==> src/pkg/tssw_pkg.sv <==
package tssw_pkg;

  // ==========================================================
  // counter and timing
  // ==========================================================
  localparam int unsigned CNT_W = 16;
  localparam logic [CNT_W-1:0] PERIOD_RST = 16'hFFFF;
  localparam logic [CNT_W-1:0] FIRST_PT_RST = 16'h8000;
  localparam logic [CNT_W-1:0] SECOND_PT_RST = 16'hFFFF;

  // secure stage count of low-frequency ticks, reset value
  localparam logic [CNT_W-1:0] SEC_PERIOD_RST = 16'h0100;
  localparam logic [CNT_W-1:0] SEC_GRACE_RST = 16'h0040;

  // least event-out hold in low-frequency clock cycles
  localparam int unsigned EVT_HOLD_RTC_CYC = 1;

  // ==========================================================
  // carriers
  // ==========================================================
  typedef struct packed {
    logic enable;
    logic irq1_en;
    logic irq2_en;
    logic [CNT_W-1:0] first_pt;
    logic [CNT_W-1:0] second_pt;
  } tssw_cfg_t;

  typedef struct packed {
    logic enable;
    logic [CNT_W-1:0] period;
    logic [CNT_W-1:0] grace;
  } tssw_sec_cfg_t;

  typedef enum logic [2:0] {
    SW_IDLE = 3'h1,
    SW_RUN = 3'h2,
    SW_ALARM = 3'h4
  } tssw_sec_state_t;

endpackage

==> src/rtl/tssw_top.sv <==
`timescale 1ns/1ps

// How it works
// - two comparison points checked every period
// - each point may raise core interrupt
// - second point drives watchdog event line
// - secure watchdog times out unless serviced
// - time-out raises secure-world forcing interrupt
// - still unserviced: flag security check unit
// - non-secure writes to secure watchdog ignored
// - event out held one rtc cycle minimum
module tssw_top #(
  parameter int unsigned CNT_W = tssw_pkg::CNT_W
) (
  // clock and reset
  input wire logic SYS_CLK_I,
  input wire logic RST_N_I,
  // low-frequency rtc clock, sampled as a plain input
  input wire logic LOW_FREQ_RTC_CLOCK_I,
  // general watchdog control
  input wire tssw_pkg::tssw_cfg_t CFG_I,
  input wire logic CFG_WE_I,
  input wire logic SERVICE_I,
  // secure watchdog control
  input wire tssw_pkg::tssw_sec_cfg_t SEC_CFG_I,
  input wire logic SEC_CFG_WE_I,
  input wire logic SEC_SERVICE_I,
  input wire logic SECURE_ACCESS_I,
  // outputs
  output logic IRQ_O,
  output logic WATCHDOG_EVENT_OUT_O,
  output logic SECURE_IRQ_O,
  output logic SECURITY_VIOLATION_O,
  output logic [CNT_W-1:0] COUNT_O,
  output logic SEC_ACTIVE_O
);

  // ==========================================================
  // reset release
  // ==========================================================
  logic rst_s1_q;
  logic rst_n;

  // async assert, release through two flops
  always_ff @(posedge SYS_CLK_I or negedge RST_N_I) begin
    if (!RST_N_I) begin
      rst_s1_q <= 1'b0;
      rst_n <= 1'b0;
    end else begin
      rst_s1_q <= 1'b1;
      rst_n <= rst_s1_q;
    end
  end

  // ==========================================================
  // low-frequency tick
  // ==========================================================
  logic rtc_d1_q;
  logic rtc_d2_q;
  wire rtc_tick = rtc_d1_q & ~rtc_d2_q; // rising edge of rtc clock

  // input is synchronous, so edge detect needs no synchroniser
  always_ff @(posedge SYS_CLK_I or negedge rst_n) begin
    if (!rst_n) begin
      rtc_d1_q <= 1'b0;
      rtc_d2_q <= 1'b0;
    end else begin
      rtc_d1_q <= LOW_FREQ_RTC_CLOCK_I;
      rtc_d2_q <= rtc_d1_q;
    end
  end

  // ==========================================================
  // general watchdog
  // ==========================================================
  tssw_pkg::tssw_cfg_t cfg_q;
  logic [CNT_W-1:0] cnt_q;
  logic [CNT_W-1:0] cnt_d;
  logic irq1_q;
  logic irq2_q;
  logic evt_q;
  logic [1:0] evt_hold_q;

  wire hit_first = cfg_q.enable & rtc_tick & (cnt_q == cfg_q.first_pt);
  wire hit_second = cfg_q.enable & rtc_tick & (cnt_q == cfg_q.second_pt);
  wire cnt_wrap = cnt_q == cfg_q.second_pt;

  // counting restarts after the second point or on service
  always_comb begin
    cnt_d = cnt_q;
    if (SERVICE_I || !cfg_q.enable) begin
      cnt_d = '0;
    end else if (rtc_tick) begin
      cnt_d = cnt_wrap ? '0 : cnt_q + 1'b1;
    end
  end

  // config and counter registers
  always_ff @(posedge SYS_CLK_I or negedge rst_n) begin
    if (!rst_n) begin
      cfg_q <= '{enable: 1'b0, irq1_en: 1'b0, irq2_en: 1'b0,
                 first_pt: tssw_pkg::FIRST_PT_RST, second_pt: tssw_pkg::SECOND_PT_RST};
      cnt_q <= '0;
    end else begin
      if (CFG_WE_I) begin
        cfg_q <= CFG_I;
      end
      cnt_q <= cnt_d;
    end
  end

  // interrupt flags: a hit wins over a service in the same cycle
  always_ff @(posedge SYS_CLK_I or negedge rst_n) begin
    if (!rst_n) begin
      irq1_q <= 1'b0;
      irq2_q <= 1'b0;
    end else begin
      irq1_q <= (hit_first & cfg_q.irq1_en) | (irq1_q & ~SERVICE_I);
      irq2_q <= (hit_second & cfg_q.irq2_en) | (irq2_q & ~SERVICE_I);
    end
  end

  // event line; hold counts whole rtc periods so it never drops early
  always_ff @(posedge SYS_CLK_I or negedge rst_n) begin
    if (!rst_n) begin
      evt_q <= 1'b0;
      evt_hold_q <= 2'h0;
    end else if (hit_second) begin
      evt_q <= 1'b1;
      evt_hold_q <= 2'(tssw_pkg::EVT_HOLD_RTC_CYC + 1);
    end else if (evt_q && rtc_tick) begin
      // two ticks give at least one full rtc period of assertion
      evt_hold_q <= evt_hold_q - 2'h1;
      if (evt_hold_q == 2'h1) begin
        evt_q <= 1'b0;
      end
    end
  end

  // ==========================================================
  // secure watchdog
  // ==========================================================
  tssw_pkg::tssw_sec_cfg_t sec_cfg_q;
  tssw_pkg::tssw_sec_state_t sec_state_q;
  tssw_pkg::tssw_sec_state_t sec_state_d;
  logic [CNT_W-1:0] sec_cnt_q;
  logic [CNT_W-1:0] sec_cnt_d;
  logic sec_irq_q;
  logic sec_viol_q;

  // only secure software may touch config, running or not
  wire sec_cfg_ok = SEC_CFG_WE_I & SECURE_ACCESS_I;
  wire sec_srv = SEC_SERVICE_I & SECURE_ACCESS_I;
  wire sec_expire = rtc_tick & (sec_cnt_q == '0);

  // state and down-counter next values
  always_comb begin
    sec_state_d = sec_state_q;
    sec_cnt_d = sec_cnt_q;
    unique case (sec_state_q)
      tssw_pkg::SW_IDLE: begin
        if (sec_cfg_ok && SEC_CFG_I.enable) begin
          sec_state_d = tssw_pkg::SW_RUN;
          sec_cnt_d = SEC_CFG_I.period;
        end
      end
      tssw_pkg::SW_RUN: begin
        if (sec_srv) begin
          sec_cnt_d = sec_cfg_q.period;
        end else if (sec_expire) begin
          sec_state_d = tssw_pkg::SW_ALARM;
          sec_cnt_d = sec_cfg_q.grace;
        end else if (rtc_tick) begin
          sec_cnt_d = sec_cnt_q - 1'b1;
        end
      end
      tssw_pkg::SW_ALARM: begin
        if (sec_srv) begin
          sec_state_d = tssw_pkg::SW_RUN;
          sec_cnt_d = sec_cfg_q.period;
        end else if (rtc_tick && sec_cnt_q != '0) begin
          sec_cnt_d = sec_cnt_q - 1'b1;
        end
      end
      default: begin
        sec_state_d = tssw_pkg::SW_IDLE;
      end
    endcase
  end

  // secure registers; enable is sticky, so it cannot be turned off
  always_ff @(posedge SYS_CLK_I or negedge rst_n) begin
    if (!rst_n) begin
      sec_cfg_q <= '{enable: 1'b0, period: tssw_pkg::SEC_PERIOD_RST, grace: tssw_pkg::SEC_GRACE_RST};
      sec_state_q <= tssw_pkg::SW_IDLE;
      sec_cnt_q <= '0;
    end else begin
      if (sec_cfg_ok) begin
        sec_cfg_q.period <= SEC_CFG_I.period;
        sec_cfg_q.grace <= SEC_CFG_I.grace;
        sec_cfg_q.enable <= sec_cfg_q.enable | SEC_CFG_I.enable;
      end
      sec_state_q <= sec_state_d;
      sec_cnt_q <= sec_cnt_d;
    end
  end

  // escalation outputs; violation is never undone by service
  always_ff @(posedge SYS_CLK_I or negedge rst_n) begin
    if (!rst_n) begin
      sec_irq_q <= 1'b0;
      sec_viol_q <= 1'b0;
    end else begin
      if (sec_state_q == tssw_pkg::SW_RUN && sec_expire && !sec_srv) begin
        sec_irq_q <= 1'b1;
      end else if (sec_srv) begin
        sec_irq_q <= 1'b0;
      end
      if (sec_state_q == tssw_pkg::SW_ALARM && sec_expire && !sec_srv) begin
        sec_viol_q <= 1'b1;
      end
    end
  end

  // ==========================================================
  // outputs
  // ==========================================================
  assign IRQ_O = irq1_q | irq2_q;
  assign WATCHDOG_EVENT_OUT_O = evt_q;
  assign SECURE_IRQ_O = sec_irq_q;
  assign SECURITY_VIOLATION_O = sec_viol_q;
  assign COUNT_O = cnt_q;
  assign SEC_ACTIVE_O = sec_state_q != tssw_pkg::SW_IDLE;

endmodule

==> config.mk <==
export PLATFORM = sky130hd
export DESIGN_NAME = tssw_top
export DESIGN_NICKNAME = d
export VERILOG_FILES = /design/src/pkg/tssw_pkg.sv /design/src/rtl/tssw_top.sv
export SDC_FILE = /design/constraint.sdc
export NUM_CORES = 1
export LEC_CHECK = 0
export BUFFER_PORTS_ARGS = -buffer_cell sky130_fd_sc_hd__buf_2
export CAP_MARGIN = 15
export CORE_ASPECT_RATIO = 1.1
export CORE_MARGIN = 2
export CORE_UTILIZATION = 40
export CTS_CLUSTER_DIAMETER = 60
export CTS_CLUSTER_SIZE = 30
export DETAILED_ROUTE_END_ITERATION = 7
export PLACE_DENSITY = 0.64
export SKIP_LAST_GASP = 1
export SYNTH_ARGS = -nofsm -noshare
export SYNTH_HDL_FRONTEND = slang
export SYNTH_SLANG_ARGS = --single-unit
==> constraint.sdc <==
create_clock -name SYS_CLK_I -period 3.32 [get_ports SYS_CLK_I]
set_input_delay 0.498 -clock SYS_CLK_I [delete_from_list [all_inputs] [get_ports SYS_CLK_I]]
set_output_delay 0.498 -clock SYS_CLK_I [all_outputs]
set_load 0.02 [all_outputs]
==> parameters.txt, run 1 <==
Parameter                              Value

Finish
  Core occupancy in the finished layout    0.507
  Area delta synth->final    22.9%
  Net count reported at finish    approximately 700
  Non-Filler Instances    ~830
  Layout cells sized above 1    0.372
  Fill cell total of the finished layout    about 1300

Logic synthesis
  Total of flip-flops plus latches after synthesis    ~110
  Number of distinct library cells after synthesis    56
  Most common flop cell mapped by yosys    dfrtp_1
  Sequential share of the synthesized area    0.497
  Post-Syn Nets    613
  Cell with the most instances after synthesis    dfrtp_1
  Total number of yosys warnings    0
  Commonest cells post-synth    dfrtp_1 (93), mux2_2 (67), nor2_1 (47)
  Cell taking the most area after synthesis    dfrtp_1
  Cell count after synthesis    ~530
  Average cell area after synthesis    10.8 um2
  Share of async-settable or async-resettable flops after synthesis    1.00
  EDFF count, synth    0
  Top-area cell type share of the netlist area    0.405
  Synth Cell Area    between 5000 and 6000 um2
  Largest cells by area after synthesis    dfrtp_1 (41%), mux2_2 (13%), dfstp_2 (9.2%), xnor2_1 (4.4%), nor2_1 (3.1%)

Floorplan
  Row Count    45
  Area of the placeable core    13900 um2
  Die outline width    roughly 120 um
  Vertical die dimension    ~130 um
  I/O pin cnt    97
  Die Outline Area    around 15000 um2
  Initial cell density of the core    0.413

GRT
  Congestion Overflow GR    0
  Total GRT Usage    0.197
  Routing usage on met3    0.0682
  Largest net degree at the start of global routing    74
  Layer carrying the most global-route usage    met2
  Met2 layer usage reported by global route    0.319
  Met1 layer usage reported by global route    0.244
  Via count of the first global-routing pass    4625
  Global-route wire length before repair    ~24000 um
  Antenna violations before repair    2

Clock network
  Root Buffer Master    clkbuf_16
  Clock tree sinks    113
  Total clock buffers created by CTS    17
  CTS tree    yes
  CTS clk-pin slew, worst paths    0.06 ns
  Clock latency at the later pin of the worst-skew pair    0.42 ns
  Maximum clock insertion buffer count    2
  Depth of the CTS H-tree    4

Route
  Post-DRT Antenna Nets    0
  Post-detailed-routing wire length    14200 um
  WL/cell    about 17 um
  Ratio of routed vias to standard cells    5.36
  Number of DRC violations after detailed routing    0
  Number of iterations in the first detailed-routing pass    4
  Initial detailed-routing violation count    a little under 300
  Via count    4420

Worst setup path
  Critical path peak fanout    17
  Worst Setup Start Kind    flip-flop
  Crit path required time    3.60 ns
  Setup Crit Path Kind    flip-flop to flip-flop
  Data arrival time of the critical path    3.11 ns
  Setup crit end kind    flip-flop

Pwr
  Total power per unit cell area    601 nW/um2
  VDD IR max    0.000324 V
  Total Power    0.00424 W
  Static leakage power    3.03 nW

Timing
  RSZ-0062 raised after global routing    false
  Max Fclk    353 MHz
  Pins Over Slew Limit    0
  Number of endpoints with negative hold slack in the final report    0
  Worst-margin pin slew    0.914 ns
  Final worst path period need    2.83 ns
  Setup skew after layout    about 0.018 ns
  Final-layout worst hold slack    0.217 ns
  Final cycle utilization of the critical path    0.852
  # setup viols final    0
  Relative slew margins    0.390
  Sum of negative setup slack    0 ns

Placed design
  Number of instances in the placed design    790
  Gpl congestion    0.903
  HPWL Detailed    10100 um
  Input/output buffers    96

Hold path
  Classification of the worst-slack hold path    input port to flip-flop

Outcome
  Run status    finished, final reports clean

Flow run
  # Max-Cap Violations    0
[worst max-delay path, stage by stage (launching register included)]
cell and delay [ns]:
dfrtp_1 0.41, inv_1 0.09, ha_1 0.22, nor3b_1 0.37, nand4_1 0.54, o21ai_2 0.29
buf_4 0.24, nor2_1 0.05, a2111oi_0 0.39, a21oi_1 0.08
[stage by stage]
step / cell area (um2) / setup WS (ns)
6_report: 7060 / 0.490
5_1_grt: 7050 / 0.173
4_1_cts: 7050 / 0.545
3_5_place_dp: 6370 / 0.567
3_3_place_gp: 6370 / 0.692
2_1_floorplan: 5740 / 1.14
[final cells by class]
class / count / area, um2 / share of cell area
Sequential cell: 113 / 2860 / 0.405
Multi-Input combinational cell: 381 / 2720 / 0.386
Timing Repair Buffer: 101 / 533 / 0.0755
Clock buffer: 18 / 439 / 0.0622
Clock inverter: 14 / 235 / 0.0333
Tap cell: 188 / 235 / 0.0333
Inverter: 8 / 30.0 / 0.00426
Antenna cell: 2 / 5.00 / 0.000709
[repair_timing]
action,4_1_cts,5_1_grt
buffers inserted,0,0
hold endpoints to repair,2,0
hold buffers,1,0
gates resized for setup,0,0
[final timing paths]
path | slack, ns | end | start | depth (start not counted)
min in group asynchronous | 0.31 | sec_cnt_q[5] | rst_n | 0
worst max register to register | 0.49 | sec_cnt_q[1] | sec_cnt_q[0] | 9
worst min-delay path | 0.22 | rtc_d1_q | LOW_FREQ_RTC_CLOCK_I | 1
worst min register to register | 0.31 | sec_cnt_q[5] | rst_n | 0
max in group asynchronous | 2.20 | cfg_q[15] | rst_n | 1
worst max-delay path | 0.49 | sec_cnt_q[1] | sec_cnt_q[0] | 9
[layout by cell type, fill, tap and decap left out, drive strengths merged, types with 5 or more instances in the layout]
master / count
a211oi: 5
a21oi: 19
and3: 6
buf: 100
bufinv: 6
clkbuf: 18
dfrtp: 93
dfstp: 20
inv: 9
mux2: 67
nand2: 26
nand3: 9
nand4: 16
nor2: 49
nor3: 18
nor3b: 5
nor4: 9
o21ai: 45
or3: 9
xnor2: 29
xor2: 15
[kinds of logic (layout without fill, tap and decap cells)]
kind of cell / Yosys count / after routing / synth area share
and+or+nand+nor: 166 / 166 / 0.159
xor gates and xnor gates: 44 / 44 / 0.0671
muxes: 68 / 68 / 0.133
DFF: 113 / 113 / 0.497
adders and majority gates: 3 / 3 / 0.00654
other: 1 / 3 / 0.000653
buffers and inverters: 40 / 141 / 0.0294
AOI/OAI and AO/OA: 99 / 99 / 0.108
[power breakdown]
group,internal [W],switching (W)
combinational,0.000229,0.000226
sequential,0.00155,0.000155
clock,0.00142,0.000654
[routing by layer]
metal  share of wire  wire length [um]  vias up
met5               0                 0        -
met4           0.022               315        0
met3           0.064               911       26
met2            0.48              6790      127
met1            0.43              6160     2165
li1                -                 -     2102
[registers in the layout, indices dropped and copies added, names as in the netlist]
name and count:
cfg_q 35, sec_cfg_q 32, COUNT_O 16, sec_cnt_q 16, sec_state_q 3, evt_hold_q 2
SECURE_IRQ_O 1, SECURITY_VIOLATION_O 1, WATCHDOG_EVENT_OUT_O 1, irq1_q 1, irq2_q 1, rst_n 1
rst_s1_q 1, rtc_d1_q 1, rtc_d2_q 1
Power figures use the tool's default switching activity.
==> run 2, diff against run 1 <==
--- a/config.mk
+++ b/config.mk
@@ -13,7 +13,7 @@
 export CTS_CLUSTER_DIAMETER = 60
 export CTS_CLUSTER_SIZE = 30
 export DETAILED_ROUTE_END_ITERATION = 7
-export PLACE_DENSITY = 0.64
+export PLACE_DENSITY_LB_ADDON = 0.08
 export SKIP_LAST_GASP = 1
 export SYNTH_ARGS = -nofsm -noshare
 export SYNTH_HDL_FRONTEND = slang
==> constraint.sdc (replaced) <==
create_clock -name SYS_CLK_I -period 3.32 [get_ports SYS_CLK_I]
set_input_delay 0.498 -clock SYS_CLK_I [delete_from_list [all_inputs] [get_ports SYS_CLK_I]]
set_output_delay 0.498 -clock SYS_CLK_I [all_outputs]
set_load 0.005 [all_outputs]
==> run 2 against run 1 <==
Effect of this change: total power increased by 3.0%; final cell count increased by 0.24%; register-to-register slack got worse by 0.02 ns; non-clock buffer count increased by 4; via count increased by 0.70%; clock skew decreased by 0.0048 ns; clock-buffer cell count increased by 3; first-iteration DRC count decreased by 34%; clock power increased by 6%.
==> parameters.txt, run 2 (synthesis results as in run 1) <==
Parameter                              Value

Floorplan
  Initial cell density of the core    0.413 (unchanged)
  Die Outline Area    15300 um2 (unchanged)
  I/O pin cnt    97 (unchanged)
  Area of the placeable core    13900 um2 (unchanged)
  Die outline width    118 um (unchanged)
  Vertical die dimension    130 um (unchanged)
  Row Count    45 (unchanged)

Worst setup path
  Setup crit end kind    flip-flop
  Data arrival time of the critical path    3.11 ns (about the same)
  R2R cell count    8 (-1)
  Slowest cell on the critical path    o21ai_2
  Slowest stage delay, CP    0.66 ns (+0.12 ns)
  Crit path required time    3.58 ns (-0.02 ns)
  FF-to-FF Start    sec_cnt_q[0]
  Critical path peak fanout    13 (-4)
  Worst Setup Start Kind    flip-flop
  Start point of the critical path    sec_cnt_q[0]
  End of the worst register-to-register path    sec_cnt_q[1]
  Cell-by-cell listing of the critical path    inv_1 > ha_1 > nor3b_1 > nand4_1 > o21ai_2 > nor2_1 > a2111oi_0 > a21oi_1
  Flop-to-flop setup slack    0.47 ns (-0.02 ns)
  Setup Crit Path Kind    flip-flop to flip-flop

Hold path
  Worst Hold Launch    LOW_FREQ_RTC_CLOCK_I
  Hold path endpoint    rtc_d1_q
  Depth of the worst hold-timing path    1 (unchanged)
  Classification of the worst-slack hold path    input port to flip-flop

Timing
  RSZ-0062 raised after global routing    false
  Pins Over Slew Limit    0 (unchanged)
  Final worst path period need    2.85 ns (+0.0179 ns)
  # setup viols final    0 (unchanged)
  Number of endpoints with negative hold slack in the final report    0 (unchanged)
  Max Fclk    351 MHz (-0.63%)
  Worst-margin pin slew    0.814 ns (-0.0996 ns)
  Setup skew after layout    0.0130 ns (-0.00485 ns)
  Sum of negative setup slack    0 ns (unchanged)
  Relative slew margins    0.457 (+0.0677)
  Final cycle utilization of the critical path    0.858 (+0.00540)

GRT
  Largest net degree at the start of global routing    62 (-16%)
  Total GRT Usage    0.200 (+0.00257)
  Antenna violations before repair    0 (-2)
  Global-route wire length before repair    23700 um (+0.47%)
  Via count of the first global-routing pass    4653 (+0.61%)
  Congestion Overflow GR    0 (unchanged)

Finish
  Net count reported at finish    705 (+0.57%)
  Register with the most flip-flops    cfg_q
  Most common cell after layout, fill and taps aside    buf_2
  Largest registers    cfg_q x35, sec_cfg_q x32
  Number of flip-flops under the largest register name    35 (unchanged)
  Layout cells sized above 1    0.372 (+0.000803)
  Area delta synth->final    23.8%
  Most frequent cells in the layout    buf_2 (96), dfrtp_1 (92), mux2_2 (67)
  Final antenna diode count    0 (-2)

Clock network
  Clock latency at the later pin of the worst-skew pair    0.41 ns (about the same)
  Number of gates resized after cts    0 (unchanged)
  Post-CTS setup buffers    0 (unchanged)
  Total clock buffers created by CTS    17 (unchanged)
  Number of hold buffers added after CTS    1 (unchanged)
  Depth of the CTS H-tree    4 (unchanged)
  Clock tree sinks    113 (unchanged)
  Maximum clock insertion buffer count    2 (unchanged)
  CTS tree    yes
  CTS clk-pin slew, worst paths    0.05 ns (about the same)
  Root Buffer Master    clkbuf_16

Outcome
  Run status    finished, final reports clean

Route
  Post-DRT Antenna Nets    0 (unchanged)
  Ratio of routed vias to standard cells    5.38 (+0.46%)
  Initial detailed-routing violation count    192 (-34%)
  Number of iterations in the first detailed-routing pass    4 (unchanged)
  Via count    4451 (+0.70%)
  WL/cell    17.6 um (+2.6%)
  Post-detailed-routing wire length    14600 um (+2.8%)
  Number of DRC violations after detailed routing    0 (unchanged)

Placed design
  HPWL Detailed    10600 um (+5.0%)
  Gpl congestion    0.863 (-4.4%)
  Input/output buffers    96 (unchanged)

Pwr
  Total power per unit cell area    615 nW/um2 (+2.2%)
  Total Power    0.00437 W (+3.0%)
  Static leakage power    3.07 nW (+1.3%)
  VDD IR max    0.000339 V (+4.6%)

Flow run
  # Max-Cap Violations    0 (unchanged)
run 2: metrics by stage:
| stage | instances | util | instance area, um2 | hold WS (ns) | setup slack [ns] |
|---|---|---|---|---|---|
| after global placement | 794 | 0.459 | 6380 | 0.283 | 0.617 |
| after floorplan | 534 | - | 5740 | 0.202 | 1.14 |
| after detailed placement | 794 | 0.459 | 6380 | 0.286 | 0.558 |
| final | 827 | 0.511 | 7110 | 0.208 | 0.472 |
| after CTS | 827 | 0.511 | 7110 | 0.203 | 0.545 |
| after global routing | 827 | 0.511 | 7110 | 0.198 | 0.213 |
run 2: where the power goes:
group          switching, W  internal (W)
sequential         0.000164       0.00155
combinational      0.000216      0.000229
clock              0.000614       0.00159
total              0.000993       0.00338
run 2: cell type report:
cell class,instances,area [um2]
fillers,1285,6800
flip-flops and latches,113,2860
multi-input cells,381,2720
repair buffers,105,551
clock buffers,21,460
clock inverters,11,258
well taps,188,235
inverters,8,30.0
run 2: per-layer routing:
layer / routed length, um / global-route usage / up-vias / part of all wire
met4: 293 / 0.0751 / 0 / 0.020
li1: - / - / 2117 / -
met2: 7870 / 0.368 / 116 / 0.54
met1: 5900 / 0.224 / 2199 / 0.40
met5: 0 / 0 / - / 0
met3: 509 / 0.0497 / 19 / 0.035
run 2: worst max-delay path by stage:
stage | to | cells past startpoint
floorplan | sec_cnt_q[14] | 9
global route | sec_cnt_q[1] | 8
CTS | sec_cnt_q[1] | 8
finish | sec_cnt_q[1] | 8
global placement | sec_cnt_q[0] | 7
detailed placement | sec_cnt_q[1] | 8
run 2: worst max-delay path, delay by kind of cell (launching register included):
family,cells,cell delay [ns]
adders and majority gates,1,0.20
and+or+nand+nor,3,0.80
buffers and inverters,1,0.09
AOI/OAI and AO/OA,3,1.22
DFF,1,0.40
